## src/hdl/cks_pkg.sv

```systemverilog
`default_nettype none
package cks_pkg;
  localparam int          ADDR_W            = 19;
  // Register indices; the byte address is four times the index
  localparam logic [16:0] IDX_SAMPLE_RATE   = 17'h04e20;
  localparam logic [16:0] IDX_CHANNELS      = 17'h04e22;
  localparam logic [16:0] IDX_CLKOUT_ENABLE = 17'h04e8e;
  localparam logic [16:0] IDX_CLKOUT_FREQ   = 17'h04e8f;
  localparam logic [16:0] IDX_CLOCK_SOURCE  = 17'h04ee8;
  localparam logic [16:0] IDX_AVAIL_SOURCES = 17'h04ee9;
  // Source codes
  localparam logic [5:0]  CODE_PLL          = 6'h01;
  localparam logic [5:0]  CODE_Q1           = 6'h02;
  localparam logic [5:0]  CODE_Q2           = 6'h04;
  localparam logic [5:0]  CODE_INT_MASK     = 6'h07;
  localparam logic [5:0]  CODE_EXT_MASK     = 6'h38;
  localparam logic [5:0]  CODE_NONE         = 6'h00;
  // Rates in hertz
  localparam logic [31:0] RATE_MIN_HZ       = 32'h000003e8;
  localparam logic [31:0] FAST_MAX_HZ       = 32'h0bebc200;
  localparam logic [31:0] FAST_REDUCED_HZ   = 32'h05f5e100;
  localparam logic [31:0] SLOW_MAX_HZ       = 32'h02faf080;
  localparam logic [31:0] SECOND_OSC_HZ_DEF = 32'h04c4b400;
  localparam logic [31:0] RATE_RESET_HZ     = 32'h00989680;
  localparam logic [31:0] ZERO32            = 32'h00000000;
  localparam logic [31:0] ONE32             = 32'h00000001;
  // Channels
  localparam logic [3:0]  CH_ODD            = 4'ha;
  localparam logic [3:0]  CH_TWO            = 4'h3;
  localparam logic [3:0]  CH_ALL            = 4'hf;
  localparam logic [3:0]  CH_RESET          = 4'h1;
  // Divider
  localparam logic [5:0]  DIV_STEPS         = 6'h20;
  localparam logic [5:0]  DIV_LAST          = 6'h01;

  typedef enum logic [5:0] {
    ST_IDLE     = 6'b000001,
    ST_LAUNCH_N = 6'b000010,
    ST_WAIT_N   = 6'b000100,
    ST_LAUNCH_R = 6'b001000,
    ST_WAIT_R   = 6'b010000,
    ST_CHECK    = 6'b100000
  } cks_state_type;

  function automatic logic [ADDR_W-1:0] reg_addr(input logic [16:0] idx);
    return {idx, 2'h0};
  endfunction

  function automatic logic [31:0] max_rate(input logic fast, input logic [3:0] ch);
    if (!fast) begin
      return SLOW_MAX_HZ;
    end
    return ((ch & CH_ODD) != 4'h0) ? FAST_REDUCED_HZ : FAST_MAX_HZ;
  endfunction
endpackage
`default_nettype wire

```

## src/hdl/cks_div_if.sv

```systemverilog
`default_nettype none
interface cks_div_if;
  logic        ce;
  logic        start;
  logic [31:0] dividend;
  logic [31:0] divisor;
  logic [31:0] quotient;
  logic        done;
  modport client (output ce, start, dividend, divisor, input quotient, done);
  modport engine (input ce, start, dividend, divisor, output quotient, done);
endinterface
`default_nettype wire

```

## src/hdl/cks_divider.sv

```systemverilog
`default_nettype none
module cks_divider
  import cks_pkg::*;
(
  // Clock and reset
  input  wire logic  clk,
  input  wire logic  rst_n,
  // Operands and result
  cks_div_if.engine  port
);
  logic [31:0] rem;
  logic [31:0] quo;
  logic [31:0] dvs;
  logic [5:0]  steps;
  logic [32:0] shifted;
  logic        fits;

  // Restoring division, one quotient bit per cycle
  assign shifted      = {rem, quo[31]};
  assign fits         = shifted >= {1'h0, dvs};
  assign port.quotient = quo;

  always_ff @(posedge clk or negedge rst_n) begin
    if (!rst_n) begin
      rem       <= ZERO32;
      quo       <= ZERO32;
      dvs       <= ONE32;
      steps     <= 6'h00;
      port.done <= 1'h0;
    end else if (port.ce) begin
      port.done <= 1'h0;
      // A new start abandons any division in flight
      if (port.start) begin
        rem   <= ZERO32;
        quo   <= port.dividend;
        dvs   <= port.divisor;
        steps <= DIV_STEPS;
      end else if (steps != 6'h00) begin
        rem       <= fits ? 32'(shifted - {1'h0, dvs}) : shifted[31:0];
        quo       <= {quo[30:0], fits};
        steps     <= steps - DIV_LAST;
        port.done <= steps == DIV_LAST;
      end
    end
  end
endmodule
`default_nettype wire

```

## src/hdl/cks_clock_select.sv

```systemverilog
// Local design decisions: the address map and register access over APB.
`default_nettype none
module cks_clock_select
  import cks_pkg::*;
#(
  parameter logic [31:0] SECOND_OSC_HZ = SECOND_OSC_HZ_DEF
) (
  // Clock, reset, enable
  input  wire logic              CLK_SYS,
  input  wire logic              RESET_N,
  input  wire logic              CLK_EN,
  // Board straps
  input  wire logic              FAST_VARIANT,
  input  wire logic              FOUR_CHANNELS,
  input  wire logic              SECOND_OSC_FITTED,
  // APB slave
  input  wire logic              PSEL,
  input  wire logic              PENABLE,
  input  wire logic              PWRITE,
  input  wire logic [ADDR_W-1:0] PADDR,
  input  wire logic [31:0]       PWDATA,
  output logic      [31:0]       PRDATA,
  output logic                   PREADY,
  output logic                   PSLVERR,
  // Clock generator control
  output logic      [5:0]        SOURCE_SELECT,
  output logic      [31:0]       DIVIDER,
  output logic      [31:0]       RATE_HZ,
  output logic      [3:0]        CHANNEL_ENABLE,
  output logic                   CLKOUT_DRIVE
);
  logic          rst_meta;
  logic          rst_n;
  logic          strap_taken;
  logic          fast;
  logic          four_ch;
  logic          q2_fitted;
  logic [5:0]    src_sel;
  logic [31:0]   request;
  logic          out_en;
  logic [3:0]    chan;
  logic          recalc;
  logic [31:0]   achieved;
  logic [31:0]   divider;
  logic [31:0]   div_n;
  logic [31:0]   rate_q;
  cks_state_type state;
  logic [5:0]    avail;
  logic [31:0]   rmax;
  logic [31:0]   clamped;
  logic [31:0]   osc_hz;
  logic [31:0]   clkout_freq;
  logic          is_quartz;
  logic          is_internal;
  logic          go;
  logic          too_fast;
  logic          too_slow;
  logic          hit_mode;
  logic          hit_avail;
  logic          hit_rate;
  logic          hit_oen;
  logic          hit_ofreq;
  logic          hit_chan;
  logic          unmapped;
  logic          mode_valid;
  logic          stall;
  logic          wr_done;
  cks_div_if     div ();

  // Reset release through two flops
  always_ff @(posedge CLK_SYS or negedge RESET_N) begin
    if (!RESET_N) begin
      rst_meta <= 1'h0;
      rst_n    <= 1'h0;
    end else begin
      rst_meta <= 1'h1;
      rst_n    <= rst_meta;
    end
  end

  // Straps are caught once, after reset release
  always_ff @(posedge CLK_SYS or negedge rst_n) begin
    if (!rst_n) begin
      strap_taken <= 1'h0;
      fast        <= 1'h0;
      four_ch     <= 1'h0;
      q2_fitted   <= 1'h0;
    end else if (CLK_EN && !strap_taken) begin
      strap_taken <= 1'h1;
      fast        <= FAST_VARIANT;
      four_ch     <= FOUR_CHANNELS;
      q2_fitted   <= SECOND_OSC_FITTED;
    end
  end

  // Address decode
  assign hit_mode  = PADDR == reg_addr(IDX_CLOCK_SOURCE);
  assign hit_avail = PADDR == reg_addr(IDX_AVAIL_SOURCES);
  assign hit_rate  = PADDR == reg_addr(IDX_SAMPLE_RATE);
  assign hit_oen   = PADDR == reg_addr(IDX_CLKOUT_ENABLE);
  assign hit_ofreq = PADDR == reg_addr(IDX_CLKOUT_FREQ);
  assign hit_chan  = PADDR == reg_addr(IDX_CHANNELS);
  assign unmapped  = !(hit_mode | hit_avail | hit_rate | hit_oen | hit_ofreq | hit_chan);

  assign avail       = CODE_PLL | CODE_Q1 | (q2_fitted ? CODE_Q2 : CODE_NONE) | CODE_EXT_MASK;
  assign mode_valid  = $onehot(PWDATA[5:0]) && ((PWDATA[5:0] & avail) != CODE_NONE)
                       && (PWDATA[31:6] == 26'h0000000);
  assign is_internal = (src_sel & CODE_INT_MASK) != CODE_NONE;
  assign is_quartz   = (src_sel == CODE_Q1) || (src_sel == CODE_Q2);
  assign clkout_freq = (out_en && is_internal) ? achieved : ZERO32;

  // Reads of computed values wait until the new rate has settled
  assign stall   = !PWRITE && (hit_rate || hit_ofreq) && (recalc || state != ST_IDLE);
  assign PREADY  = CLK_EN && PSEL && PENABLE && !stall;
  assign PSLVERR = PREADY && (unmapped || (PWRITE && (hit_avail || hit_ofreq || (hit_mode && !mode_valid))));
  assign wr_done = PREADY && PWRITE && !PSLVERR;

  always_comb begin
    PRDATA = ZERO32;
    if (hit_mode) begin
      PRDATA = {26'h0000000, src_sel};
    end else if (hit_avail) begin
      PRDATA = {26'h0000000, avail};
    end else if (hit_rate) begin
      PRDATA = achieved;
    end else if (hit_oen) begin
      PRDATA = {31'h00000000, out_en};
    end else if (hit_ofreq) begin
      PRDATA = clkout_freq;
    end else if (hit_chan) begin
      PRDATA = {28'h0000000, chan};
    end
  end

  // Software registers
  always_ff @(posedge CLK_SYS or negedge rst_n) begin
    if (!rst_n) begin
      src_sel <= CODE_PLL;
      request <= RATE_RESET_HZ;
      out_en  <= 1'h0;
      chan    <= CH_RESET;
    end else if (CLK_EN && wr_done) begin
      if (hit_mode) begin
        src_sel <= PWDATA[5:0];
      end
      if (hit_rate) begin
        request <= PWDATA;
      end
      if (hit_oen) begin
        out_en <= PWDATA[0];
      end
      if (hit_chan) begin
        chan <= PWDATA[3:0] & (four_ch ? CH_ALL : CH_TWO);
      end
    end
  end

  // Any change of source, rate or channels reruns the calculation; a new event beats consumption
  always_ff @(posedge CLK_SYS or negedge rst_n) begin
    if (!rst_n) begin
      recalc <= 1'h1;
    end else if (CLK_EN) begin
      recalc <= (wr_done && (hit_mode || hit_rate || hit_chan)) || (recalc && !strap_taken);
    end
  end

  // Limits for the current board and channel set
  assign rmax = max_rate(fast, chan);
  always_comb begin
    clamped = request;
    if (request < RATE_MIN_HZ) begin
      clamped = RATE_MIN_HZ;
    end else if (request > rmax) begin
      clamped = rmax;
    end
  end

  // The first oscillator runs at the board maximum
  assign osc_hz   = (src_sel == CODE_Q2) ? SECOND_OSC_HZ : max_rate(fast, 4'h0);
  assign go       = recalc && strap_taken;
  assign too_fast = rate_q > rmax;
  assign too_slow = (rate_q < RATE_MIN_HZ) && (div_n > ONE32);

  // Divider operands; rounding divide picks the nearest ratio
  assign div.ce       = CLK_EN;
  assign div.start    = (state == ST_LAUNCH_N) || (state == ST_LAUNCH_R);
  assign div.dividend = (state == ST_LAUNCH_N) ? 32'(osc_hz + (clamped >> 1)) : osc_hz;
  assign div.divisor  = (state == ST_LAUNCH_N) ? clamped : div_n;

  cks_divider u_div (
    .clk   (CLK_SYS),
    .rst_n (rst_n),
    .port  (div.engine)
  );

  always_ff @(posedge CLK_SYS or negedge rst_n) begin
    if (!rst_n) begin
      state <= ST_IDLE;
    end else if (CLK_EN) begin
      if (go) begin
        state <= is_quartz ? ST_LAUNCH_N : ST_IDLE;
      end else begin
        case (state)
          ST_LAUNCH_N: state <= ST_WAIT_N;
          ST_WAIT_N: begin
            if (div.done) begin
              state <= ST_LAUNCH_R;
            end
          end
          ST_LAUNCH_R: state <= ST_WAIT_R;
          ST_WAIT_R: begin
            if (div.done) begin
              state <= ST_CHECK;
            end
          end
          ST_CHECK: state <= (too_fast || too_slow) ? ST_LAUNCH_R : ST_IDLE;
          default: state <= ST_IDLE;
        endcase
      end
    end
  end

  // Working divider and rate; rounding can overshoot a limit by one step
  always_ff @(posedge CLK_SYS or negedge rst_n) begin
    if (!rst_n) begin
      div_n  <= ONE32;
      rate_q <= ZERO32;
    end else if (CLK_EN) begin
      if (state == ST_WAIT_N && div.done) begin
        div_n <= (div.quotient == ZERO32) ? ONE32 : div.quotient;
      end else if (state == ST_CHECK && too_fast) begin
        div_n <= 32'(div_n + ONE32);
      end else if (state == ST_CHECK && too_slow) begin
        div_n <= 32'(div_n - ONE32);
      end
      if (state == ST_WAIT_R && div.done) begin
        rate_q <= div.quotient;
      end
    end
  end

  // Committed result; the PLL path is treated as fine-grained
  always_ff @(posedge CLK_SYS or negedge rst_n) begin
    if (!rst_n) begin
      achieved <= RATE_RESET_HZ;
      divider  <= ONE32;
    end else if (CLK_EN) begin
      if (go) begin
        if (!is_quartz) begin
          achieved <= clamped;
          divider  <= ONE32;
        end
      end else if (state == ST_CHECK && !too_fast && !too_slow) begin
        achieved <= rate_q;
        divider  <= div_n;
      end
    end
  end

  // Connector drive only with an internal source
  always_ff @(posedge CLK_SYS or negedge rst_n) begin
    if (!rst_n) begin
      CLKOUT_DRIVE <= 1'h0;
    end else if (CLK_EN) begin
      CLKOUT_DRIVE <= out_en && is_internal;
    end
  end

  assign SOURCE_SELECT  = src_sel;
  assign DIVIDER        = divider;
  assign RATE_HZ        = achieved;
  assign CHANNEL_ENABLE = chan;
endmodule
`default_nettype wire

```

## config.mk

```make
export PLATFORM = sky130hd
export DESIGN_NAME = cks_clock_select
export DESIGN_NICKNAME = d
export VERILOG_FILES = /design/src/hdl/cks_pkg.sv /design/src/hdl/cks_div_if.sv /design/src/hdl/cks_divider.sv /design/src/hdl/cks_clock_select.sv
export SDC_FILE = /design/constraint.sdc
export NUM_CORES = 1
export LEC_CHECK = 0
export BUFFER_PORTS_ARGS = -buffer_cell sky130_fd_sc_hd__buf_2
export CAP_MARGIN = 10
export CORE_ASPECT_RATIO = 1.25
export CORE_MARGIN = 4
export CORE_UTILIZATION = 25
export DETAILED_ROUTE_END_ITERATION = 10
export SETUP_SLACK_MARGIN = 0.5
export SYNTH_ARGS = -nofsm -noshare
export SYNTH_HDL_FRONTEND = slang
export SYNTH_SLANG_ARGS = --single-unit
```

## constraint.sdc

```tcl
create_clock -name CLK_SYS -period 14.75 [get_ports CLK_SYS]
set_input_delay 1.475 -clock CLK_SYS [delete_from_list [all_inputs] [get_ports CLK_SYS]]
set_output_delay 1.475 -clock CLK_SYS [all_outputs]
set_load 0.02 [all_outputs]
```

==> impl_summary.md, run 1 <==
Yosys
The Yosys step of the flow raised 0 warnings. The simple logic cell fraction of the synthesized area is 0.209. Of the post-synthesis cell area, the dominant cell type holds 0.376. For this run, the register share of the synthesized area comes to 0.411. Of the total synthesized cell area, the portion taken by XOR and XNOR cells is 0.0224. The leading area contributor after synthesis is dfrtp_1. The mux share of post-synthesis cell area is 0.0414. After synthesis, the largest family of logic cells by area is simple AND/OR/NAND/NOR gates. By area the synthesized netlist is led by dfrtp_1, ha_1, nand2_1. For this run, the leading register cell type out of synthesis is dfrtp_1. The total nets after synthesis is 2186. The count of cell types in the netlist is 87. The synthesized-area fraction occupied by ao, oa, aoi and oai cells came to 0.203.

The number of synthesized flops with an enable pin is 0. The post-synthesis area per instance is 8.65 um2. The netlist area before placement is 17600 um2. The share of synthesized cell area in full adder, half adder and majority cells is 0.0649.

The number of instances in the synthesized netlist is 2037. The count of state elements after synthesis is 288. The share of flip-flops with an asynchronous set or reset after synthesis is 1.00. By count the netlist is led by dfrtp_1, nand2_1, nor2_1.

Min path
The type of the tightest min-delay check is register to async pin.

Routing
The detailed router's first-iteration violation count is 1189. The post-detailed-route via-to-cell ratio is 5.14. In the routed design, unresolved DRC markers number 0. In the final routed layout, each cell accounts on average for 19.5 um. The iteration count of the initial detailed-routing pass is 6.

The via count is 15946. The routed wire length is 60400 um. The remaining antenna violation count is 0.

Global routing
The first global-routing pass estimated 93300 um of wire. The number of global-route vias before repair came to 15458. Entering global routing, the biggest net connects 78 pins. The total overflow left after global routing is 0. The number of antenna violations at the first check in global routing is 1. Across every metal layer, demand over resource in global routing totals 0.156.

Final layout
The layout-stage area growth over the synthesis result is 16.0%. The final core area utilization is 0.294. Of the cells placed in the final design, the portion with a size suffix greater than 1 is 0.174. The final layout net count is 2289. Registers take 7240 um2. The layout has 7474 filler cells. The final standard cell count with taps included and fillers excluded is 3100. The number of diodes added for antenna fixing is 0. The final non-filler cell area is 20400 um2. The multi-input combinational cells in the finished layout cover a total of 9590 um2.

Clocking
The clock reaches the later pin of the worst-skew pair after 0.60 ns. The maximum level of the CTS H-tree is 1. The count of buffers added by post-CTS timing repair for setup is 0. The quantity of hold-fixing buffers added after cts is 0.

The maximum buffer depth of the clock tree is 3. The root buffer cell chosen for the clock tree is clkbuf_16. The CTS tree is built. The number of clock sinks seen by CTS is 288. Buffers inserted during clock tree synthesis total 31. The number of instances resized during post-cts repair is 0. Clock-pin slew was measured on the worst setup and hold paths at 0.07 ns.

STA
The transition time at the pin with the least slew margin is 1.23 ns. The final critical path time including I/O delays and setup is 6.19 ns. The fraction of the cycle the final worst path needs is 0.420. The remaining max-slew budget at the tightest pin is 0.176. The final-report setup violation count is 0. The peak clock frequency supported by timing is 161 MHz.

The worst clock skew is 0.0128 ns. The max-slew violation count is 0. The final hold violation count is 0. Summed over all failing endpoints, the final setup total negative slack is 0 ns. Setup repair after global routing left no endpoint under its margin.

Die
The total area inside the core boundary comes to 69600 um2. The row count is 108. The horizontal die dimension is 245 um. The floorplan step defined a die boundary enclosing 74800 um2. The die height is 305 um. In this run the count of I/O pins placed on the die edge is 169.

The starting utilization of the core area is 0.253.

Setup path
The worst setup path is launched from a register. The required time at the endpoint of the critical path is 15.23 ns. The highest net fanout along the worst path is 15. The critical path data arrival time is 6.68 ns. The critical setup path kind is register to register. STA classifies the critical path endpoint as a register.

Pwr
The leakage component of the power is 9.59 nW. For this design the ratio of total power to cell area is 112 nW/um2. The maximum vdd drop is 0.0892 mV. The design draws 0.00229 W.

Placed design
The number of buffers added on ports is 168. Counting tap cells, the placed design contains a total of 3042 instances. The placed wire-length estimate after detailed placement is 45100 um. The weighted congestion reported at the end of routability-driven placement is 0.916. The cell area reported after detailed placement is 19300 um2.

Flow run
Across the run, the number of max-cap violations was 0.

Run status
The run finished with clean final reports.
==> sequential cells by signal, summed over array words and instances, names as in the netlist, 4 cells and up <==
signal	cells
div_n	32
u_div.port.quotient	32
u_div.steps	6
u_div.dvs	32
SOURCE_SELECT	6
request	32
DIVIDER	32
state	6
u_div.rem	32
RATE_HZ	32
rate_q	32
CHANNEL_ENABLE	4
==> per-layer routing <==
layer  share of wire  up-vias  track usage
li1                -     7504            -
met1            0.42     7792        0.202
met2            0.48      515        0.265
met3           0.053      135       0.0198
met4           0.043        0       0.0627
met5               0        -            0
==> worst max-delay path: stages (launching register included) <==
cell      delay, ns
dfrtp_1        0.62
inv_1          0.32
nor2_1         0.17
buf_4          0.19
inv_1          0.18
ha_1           0.35
nand4_1        0.07
or3_4          0.35
nor4_4         0.38
and2_4         0.22
nor2_1         0.16
a21oi_1        0.27
a21boi_0       0.48
inv_1          0.09
ha_1           0.23
ha_1           0.21
a21o_1         0.16
a21oi_1        0.33
o311ai_4       0.13
a221o_1        0.37
a31oi_1        0.29
nand2_1        0.20
a211o_1        0.29
==> final cells by class <==
type / count / area share
multi-input combinational: 1542 / 0.469
sequential: 288 / 0.354
tap: 935 / 0.0573
timing repair buffer: 192 / 0.0500
clock buffer: 46 / 0.0437
inverter: 85 / 0.0156
clock inverter: 12 / 0.00992
==> through the flow <==
| stage | hold WS (ns) | setup WS, ns |
|---|---|---|
| after CTS | 0.350 | 8.50 |
| after global placement | 0.336 | 8.52 |
| after detailed placement | 0.339 | 8.51 |
| final | 0.317 | 8.56 |
| after global routing | 0.356 | 8.17 |
| after floorplan | 0.331 | 6.17 |
==> final timing paths <==
| check | from | endpoint | slack (ns) | cells past startpoint |
|---|---|---|---|---|
| worst max-delay path | fast$_DFFE_PN0P_ | u_div.port.quotient[27]$_DFFE_PN0P_ | 8.56 | 22 |
| worst min-delay path | rst_n$_DFF_PN0_ | request[26]$_DFFE_PN0P_ | 0.32 | 0 |
| worst max register to register | fast$_DFFE_PN0P_ | u_div.port.quotient[27]$_DFFE_PN0P_ | 8.56 | 22 |
| worst min register to register | rst_n$_DFF_PN0_ | request[26]$_DFFE_PN0P_ | 0.32 | 0 |
| max in group asynchronous | rst_n$_DFF_PN0_ | rate_q[20]$_DFFE_PN0P_ | 12.25 | 2 |
| min in group CLK_SYS | rst_meta$_DFF_PN0_ | rst_n$_DFF_PN0_ | 0.35 | 0 |
==> report_power, final <==
part	total (W)	switching, W	internal (W)
clock	0.000845	0.000340	0.000506
sequential	0.000984	0.000121	0.000863
combinational	0.000458	0.000263	0.000195
==> logic make-up (layout without fill, tap and decap cells) <==
logic type               after synthesis  count (layout)
AO/OA/AOI/OAI                        563             563
XOR/XNOR                              45              45
adder cells (fa/ha/maj)               89              89
buffers and inverters                207             335
flip-flops                           288             288
multiplexers                          65              65
other                                  2               2
AND/OR/NAND/NOR                      778             778
==> layout by cell type, fill, tap and decap left out, types with 9 or more instances in the layout <==
| master | n |
|---|---|
| nand2_1 | 263 |
| buf_4 | 24 |
| nor3b_1 | 9 |
| nand4_1 | 29 |
| a22o_1 | 15 |
| inv_1 | 84 |
| a21o_1 | 29 |
| o22ai_1 | 19 |
| a21oi_1 | 147 |
| o21ai_0 | 150 |
| and2_1 | 42 |
| dfrtp_1 | 264 |
| mux2_2 | 63 |
| and3_1 | 15 |
| clkbuf_1 | 9 |
| or3_1 | 14 |
| a32oi_1 | 11 |
| o31ai_1 | 17 |
| nand3_1 | 84 |
| buf_2 | 168 |
| clkbuf_16 | 31 |
| or4_1 | 9 |
| xor2_1 | 26 |
| dfstp_2 | 23 |
| nor2b_1 | 14 |
| xnor2_1 | 19 |
| ha_1 | 85 |
| nor3_1 | 25 |
| a31oi_1 | 47 |
| o21a_1 | 10 |
| o211ai_1 | 9 |
| nor4_1 | 32 |
| a211oi_1 | 17 |
| a21boi_0 | 11 |
| nor2_1 | 195 |
(Power assumes the default switching activity.)
==> run 2, diff against run 1 <==
==> constraint.sdc (replaced) <==
create_clock -name CLK_SYS -period 5.15 [get_ports CLK_SYS]
set_input_delay 0.515 -clock CLK_SYS [delete_from_list [all_inputs] [get_ports CLK_SYS]]
set_output_delay 0.515 -clock CLK_SYS [all_outputs]
set_load 0.02 [all_outputs]
==> run 2 against run 1 <==
First-iteration DRC count is 23% higher. Die area did not move. Global-route usage down 0.13 points. Register-to-register slack worse by 7.9 ns. Via count rose by 0.55%. Worst hold slack worse by 0.16 ns.
==> impl_summary.md, run 2 (same netlist as run 1, synthesis figures left out) <==
Setup path
On the critical path the largest part of the delay comes from compound AO/OA/AOI/OAI gates. The type of origin of the critical path is a register. Traced cell by cell, the critical path runs through nor2_4 > nand2_2 > ha_1 > nand4_1 > or3_4 > nor4_4 > a21oi_2 > nor2_4 > buf_6 > nand2_1 > a21oi_2 > ha_4 > a21o_1 > a21o_1 > nor3b_2 > a211o_1 > a21bo_2 > a21o_1 > a21oi_2 > xor2_1 > a21oi_1.

The critical setup path kind is register to register. The endpoint kind of the worst setup timing path is a register. The critical path data arrival time was 4.93 ns (-1.75 ns). The reg-to-reg setup timing slack came to 0.68 ns (-7.88 ns). The count of buffering cells on the critical path with inverters included was 1 (-3).

The required time at the endpoint of the critical path is 5.60 ns (-9.63 ns). The library cell contributing the largest single delay on the critical path is dfrtp_2. The highest net fanout along the worst path is 7 (-8). The delay contributed by the slowest stage of the critical path is 0.42 ns (-0.20 ns).

Placed design
The weighted congestion reported at the end of routability-driven placement is 0.927 (+1.1%). The placed wire-length estimate after detailed placement is 45300 um (+0.34%). The number of buffers added on ports is 168 (unchanged).

The cell area reported after detailed placement is 19600 um2 (+1.2%). The number of placed instances with taps included is 3065 (+0.76%).

Pwr
The leakage component of the power is 9.76 nW (+1.7%). The clock share of power came to 0.357 (-0.013). The maximum vdd drop came to 0.257 mV (+190%).

The switching share of power is 0.317 (+0.000943). The net load switching power is 0.00203 W (+180%). The power consumption is 0.00639 W (+180%). The logic gate share of total power came to 0.207 (+0.007). The proportion of power drawn by flip-flops and latches was 0.436 (+0.006). The total power per unit cell area is 307 nW/um2 (+170%). The cell-internal power was 0.00436 W (+180%).

Global routing
The overall fraction of global-route tracks in use was 0.155 (-0.00133). The first-pass GRT wire length was 92200 um (-1.1%). The number of antenna violations at the first check in global routing was 0 (-1).

The pin count of the biggest net entering global routing is 114 (+46%). The number of global-route vias before repair was 15390 (-0.44%). The residual overflow from global routing came to 0 (unchanged).

STA
The total negative slack for setup checks is 0 ns (unchanged). The worst clock skew came to 0.0209 ns (+0.00809 ns). The transition time at the pin with the least slew margin is 1.16 ns (-0.0708 ns). The max-slew violation count was 0 (unchanged). The fraction of the cycle the final worst path needs is 0.869 (+0.449). The remaining max-slew budget at the tightest pin is 0.223 (+0.0464).

The final-report setup violation count came to 0 (unchanged). Setup repair after global routing left no endpoint under its margin. The final hold violation count was 0 (unchanged). The final critical path time including I/O delays and setup is 4.47 ns (-1.72 ns).

The peak clock frequency supported by timing was 223 MHz (+38%).

Routing
The remaining antenna violation count is 0 (unchanged). The average wire per standard cell came to 19.1 um (-1.7%). The detailed-route DRC error count is 0 (unchanged).

The detailed router's first-iteration violation count was 1460 (+23%). The via count is 16034 (+0.55%). The routed wire length was 60000 um (-0.60%).

The post-detailed-route via-to-cell ratio is 5.12 (-0.54%). The iteration count of the initial detailed-routing pass is 5 (-1).

Die
The die height came to 305 um (unchanged). The I/O pin count is 169 (unchanged). The core area is 69600 um2 (unchanged). The die area came to 74800 um2 (unchanged). The horizontal die dimension is 245 um (unchanged). The row count is 108 (unchanged).

The starting utilization of the core area came to 0.253 (unchanged).

Final layout
The final non-filler cell area is 20800 um2 (+1.8%). The number of inserted filler cells in the final layout is 7390 (-1.1%). The number of diodes added for antenna fixing is 0 (unchanged).

The final core area utilization is 0.299 (+0.00539). The layout-stage area growth over the synthesis result is 18.1%. The top cell types in the final layout, fill and taps aside, are dfrtp_1, nand2_1, nor2_1, buf_2, o21ai_0. The final layout net count is 2323 (+1.5%).

The ratio of cells with drive above 1 in the final layout was 0.198 (+0.0241). The library cell used most frequently in the layout, excluding fill and tap cells, is dfrtp_1. The final standard cell count with taps included and fillers excluded is 3134 (+1.1%).

Clocking
The maximum level of the CTS H-tree is 1 (unchanged). The latest clock arrival within the worst-skew pair is 0.60 ns (about the same). The clock buffer count from CTS is 31 (unchanged). The maximum buffer depth of the clock tree is 3 (unchanged).

The clock tree root buffer cell is clkbuf_16. The CTS tree is built. The number of clock sinks seen by CTS is 288 (unchanged). The clock-pin slew of the registers on the worst-case setup and hold paths came to 0.07 ns (about the same).

Run status
The run finished with clean final reports.

Min path
The type of the tightest min-delay check is input pin to register.

Flow run
The max-capacitance violation count is 0 (unchanged).
[run 2: final cells by class]
class | instances | area (um2) | area share
well taps | 935 | 1170 | 0.0562
clock inverters | 13 | 123 | 0.00589
multi-input cells | 1542 | 9740 | 0.468
clock buffers | 45 | 908 | 0.0437
inverters | 85 | 319 | 0.0153
repair buffers | 226 | 1310 | 0.0628
flip-flops and latches | 288 | 7240 | 0.348
[run 2: worst paths after layout]
path,startpoint,end,cells past startpoint
setup / recovery,CHANNEL_ENABLE[1]$_DFFE_PN0P_,u_div.port.quotient[22]$_DFFE_PN0P_,21
hold / removal,SECOND_OSC_FITTED,q2_fitted$_DFFE_PN0P_,2
setup reg to reg,CHANNEL_ENABLE[1]$_DFFE_PN0P_,u_div.port.quotient[22]$_DFFE_PN0P_,21
hold reg to reg,rst_meta$_DFF_PN0_,rst_n$_DFF_PN0_,0
max in group asynchronous,rst_n$_DFF_PN0_,div_n[3]$_DFFE_PN0P_,1
min in group asynchronous,RESET_N,rst_n$_DFF_PN0_,2
[run 2: repair_timing]
item | 4_1_cts | 5_1_grt
gates resized for setup | 5 | 22
hold buffers | 1 | 0
buffers inserted | 2 | 8
setup endpoints to repair | 9 | 8
pin swaps | 1 | 13
hold endpoints to repair | 2 | 0
[run 2: per-layer routing]
metal	wire, um	GRT usage
met5	0	0
met4	2740	0.0627
met3	3150	0.0199
met2	28600	0.263
met1	25500	0.200
[run 2: through the flow]
stage | setup WS, ns | hold WS, ns
CTS | 0.553 | 0.136
global route | 0.474 | 0.136
floorplan | 0.518 | 0.219
finish | 0.675 | 0.160
detailed placement | 0.219 | 0.303
global placement | 0.308 | 0.302
[run 2: power by group through the flow]
stage	combinational, W	clock, W	sequential [W]
3_3_place_gp	0.00129	0	0.00282
4_1_cts	0.00132	0.00233	0.00278
6_report	0.00132	0.00228	0.00279
5_1_grt	0.00150	0.00242	0.00281
3_5_place_dp	0.00131	0	0.00281
2_1_floorplan	0.000994	0	0.00270
==> run 3, diff against run 2 <==
--- a/config.mk
+++ b/config.mk
@@ -11,6 +11,7 @@
 export CORE_MARGIN = 4
 export CORE_UTILIZATION = 25
 export DETAILED_ROUTE_END_ITERATION = 10
+export PLACE_DENSITY_LB_ADDON = 0.1
 export SETUP_SLACK_MARGIN = 0.5
 export SYNTH_ARGS = -nofsm -noshare
 export SYNTH_HDL_FRONTEND = slang
==> run 3 against run 2 <==
Critical path depth is 1 higher. Critical path type unchanged. Maximum frequency down 1.5%. Setup slack worse by 0.067 ns. Highest routed layer unchanged. Worst hold slack better by 0.012 ns. Largest power group unchanged. Wire length rose by 18%.
==> impl_summary.md, run 3 (same netlist as run 1, synthesis figures left out) <==
Final layout
The ratio of cells with drive above 1 in the final layout came to 0.212 (+0.0139). The number of diodes added for antenna fixing is 0 (unchanged). From synthesis to final layout, the design area changed by 21.0%. The final non-filler cell area is 21300 um2 (+2.4%). The final layout net count is 2358 (+1.5%).

In the layout the commonest cells are dfrtp_1, nand2_1, nor2_1, buf_2, o21ai_0. The final standard cell count with taps included and fillers excluded was 3174 (+1.3%). Leaving out fill and tap cells, the most frequent cell in the layout is dfrtp_1.

Die
The horizontal die dimension is 245 um (unchanged). The die area is 74800 um2 (unchanged). The I/O pin count is 169 (unchanged). The starting utilization of the core area is 0.253 (unchanged). The die height came to 305 um (unchanged). The row count is 108 (unchanged). The core area is 69600 um2 (unchanged).

STA
The max-slew violation count is 0 (unchanged). Setup repair after global routing left no endpoint under its margin. The final critical path time including I/O delays and setup is 4.54 ns (+0.0671 ns). The fraction of the cycle the final worst path needs is 0.882 (+0.0130).

The transition time at the pin with the least slew margin is 1.04 ns (-0.127 ns). The peak clock frequency supported by timing is 220 MHz (-1.5%). The minimum hold slack is 0.172 ns (+0.0120 ns). The remaining max-slew budget at the tightest pin is 0.308 (+0.0858).

The total negative slack for setup checks is 0 ns (unchanged). The final hold violation count came to 0 (unchanged). The final-report setup violation count is 0 (unchanged). The worst clock skew is 0.0224 ns (+0.00153 ns).

The setup slack of the critical path after layout is 0.608 ns (-0.0671 ns).

Run status
The run finished with clean final reports.

Min path
The worst hold path belongs to the class input pin to register.

Clocking
The clock-pin slew of the registers on the worst-case setup and hold paths is 0.05 ns (-0.02 ns). The maximum buffer depth of the clock tree was 3 (unchanged). The number of clock sinks seen by CTS is 288 (unchanged). The maximum level of the CTS H-tree is 2 (+1). The clock buffer count from CTS is 38 (+23%). TritonCTS built the clock tree.

The latest clock arrival within the worst-skew pair came to 0.58 ns (-0.02 ns). The root buffer cell chosen for the clock tree is clkbuf_16.

Global routing
The overall fraction of global-route tracks in use is 0.186 (+0.0309). The pin count of the biggest net entering global routing was 126 (+11%). The residual overflow from global routing is 0 (unchanged).

The first-pass GRT wire length is 107000 um (+16%). The number of antenna violations at the first check in global routing was 0 (unchanged). The number of global-route vias before repair came to 16384 (+6.5%).

Setup path
The capturing element of the worst setup path is u_div.port.quotient[27]$_DFFE_PN0P_. The critical path data arrival time is 4.98 ns (+0.05 ns). The reg-to-reg setup timing slack was 0.61 ns (-0.07 ns).

The critical setup path kind is register to register. The highest net fanout along the worst path came to 5 (-2). Tracing the worst setup path back leads to its startpoint at CHANNEL_ENABLE[1]$_DFFE_PN0P_. The signal on the critical path passes through nor2_4 > nor2_4 > buf_12 > ha_4 > nand3_2 > or3_4 > nor4_4 > buf_4 > a21o_1 > nand2_2 > buf_6 > buf_4 > a21oi_4 > inv_2 > ha_4 > a21o_1 > a21oi_4 > o311ai_4 > a221o_1 > a31oi_4 > nand2_2 > a211o_1.

The cell depth of the worst flop-to-flop path is 22 (+4.8%). The reg-to-reg startpoint is CHANNEL_ENABLE[1]$_DFFE_PN0P_. The required time at the endpoint of the critical path is 5.59 ns (about the same). The endpoint kind of the worst setup timing path is a register. The worst setup path is launched from a register. The library cell contributing the largest single delay on the critical path is dfrtp_2. The end of the worst register-to-register path is u_div.port.quotient[27]$_DFFE_PN0P_. The delay contributed by the slowest stage of the critical path is 0.42 ns (about the same).

Pwr
The logic gate share of total power came to 0.197 (-0.010). The proportion of power drawn by flip-flops and latches is 0.411 (-0.025). The cell-internal power is 0.00463 W (+6.1%). The total power per unit cell area is 324 nW/um2 (+5.4%). The net load switching power is 0.00227 W (+12%). The leakage component of the power is 10.0 nW (+2.5%). The maximum vdd drop is 0.219 mV (-15%). The switching share of power is 0.329 (+0.0120). The clock share of power is 0.392 (+0.035).

Routing
The post-detailed-route via-to-cell ratio came to 5.06 (-1.1%). The routed wire length came to 71100 um (+18%). The iteration count of the initial detailed-routing pass is 6 (+1). The remaining antenna violation count is 0 (unchanged). The detailed-route DRC error count is 0 (unchanged). The detailed router's first-iteration violation count came to 952 (-35%).

The average wire per standard cell is 22.4 um (+17%). The via count is 16058 (+0.15%).

Placed design
The weighted congestion reported at the end of routability-driven placement is 0.850 (-8.2%). The cell area reported after detailed placement is 19700 um2 (+0.80%). The number of placed instances with taps included is 3084 (+0.62%). The placed wire-length estimate after detailed placement is 52800 um (+17%). The number of buffers added on ports is 168 (unchanged). The pre-CTS setup slack is 0.0111 ns (-0.208 ns).

Flow run
The max-capacitance violation count is 0 (unchanged).
-- run 3: cell count changes in the layout (fill, tap and decap cells not counted), moves of 3 or more --
cell | before | now
buf_4 | 54 | 78
clkbuf_16 | 31 | 38
clkbuf_1 | 6 | 12
clkinv_2 | 9 | 4
ha_1 | 84 | 81
-- run 3: through the flow --
stage	total power, W	util
4_1_cts	0.00701	0.303
6_report	0.00690	0.306
3_5_place_dp	0.00423	0.283
5_1_grt	0.00731	0.306
3_3_place_gp	0.00423	0.283
2_1_floorplan	0.00369	-
-- run 3: timing repair --
| item | 4_1_cts | 5_1_grt |
|---|---|---|
| endpoints found under the hold margin | 2 | 0 |
| hold buffers | 1 | 0 |
| gates resized for setup | 16 | 16 |
| cloned | 0 | 1 |
| setup endpoints to repair | 11 | 10 |
| pin swaps | 9 | 21 |
| setup buffers | 4 | 14 |
-- run 3: area by class of cell --
type | instances | area (um2)
tap | 935 | 1170
fill | 7356 | 48300
multi-input combinational | 1542 | 9780
inverter | 85 | 319
clock buffer | 60 | 1130
timing repair buffer | 254 | 1540
sequential | 288 | 7240
clock inverter | 10 | 128
-- run 3: worst min path at each step --
stage | start | to | slack, ns | cells past startpoint
after floorplan | RESET_N | rst_meta$_DFF_PN0_ | 0.22 | 0
after global placement | RESET_N | rst_meta$_DFF_PN0_ | 0.30 | 1
after detailed placement | RESET_N | rst_meta$_DFF_PN0_ | 0.30 | 1
after CTS | FOUR_CHANNELS | four_ch$_DFFE_PN0P_ | 0.14 | 2
after global routing | FOUR_CHANNELS | four_ch$_DFFE_PN0P_ | 0.16 | 2
final | FOUR_CHANNELS | four_ch$_DFFE_PN0P_ | 0.17 | 2
-- run 3: power groups by stage --
stage | registers, W | clock network [W] | logic [W]
2_1_floorplan | 0.00270 | 0 | 0.000994
3_3_place_gp | 0.00288 | 0 | 0.00135
3_5_place_dp | 0.00287 | 0 | 0.00136
4_1_cts | 0.00284 | 0.00280 | 0.00137
5_1_grt | 0.00286 | 0.00289 | 0.00156
6_report | 0.00284 | 0.00270 | 0.00136
-- run 3: layer usage --
layer / routed length, um / vias up / track usage
li1: - / 7642 / -
met1: 29900 / 7906 / 0.233
met2: 35500 / 403 / 0.327
met3: 2740 / 107 / 0.0237
met4: 2880 / 0 / 0.0681
met5: 0 / - / 0
-- run 3: critical path, delay by kind of cell, from the launching register on --
family / cells / cell delay [ns]
AO/OA/AOI/OAI: 8 / 1.80
adder cells (fa/ha/maj): 2 / 0.42
buffers and inverters: 5 / 0.65
flip-flops: 1 / 0.42
AND/OR/NAND/NOR: 7 / 1.09
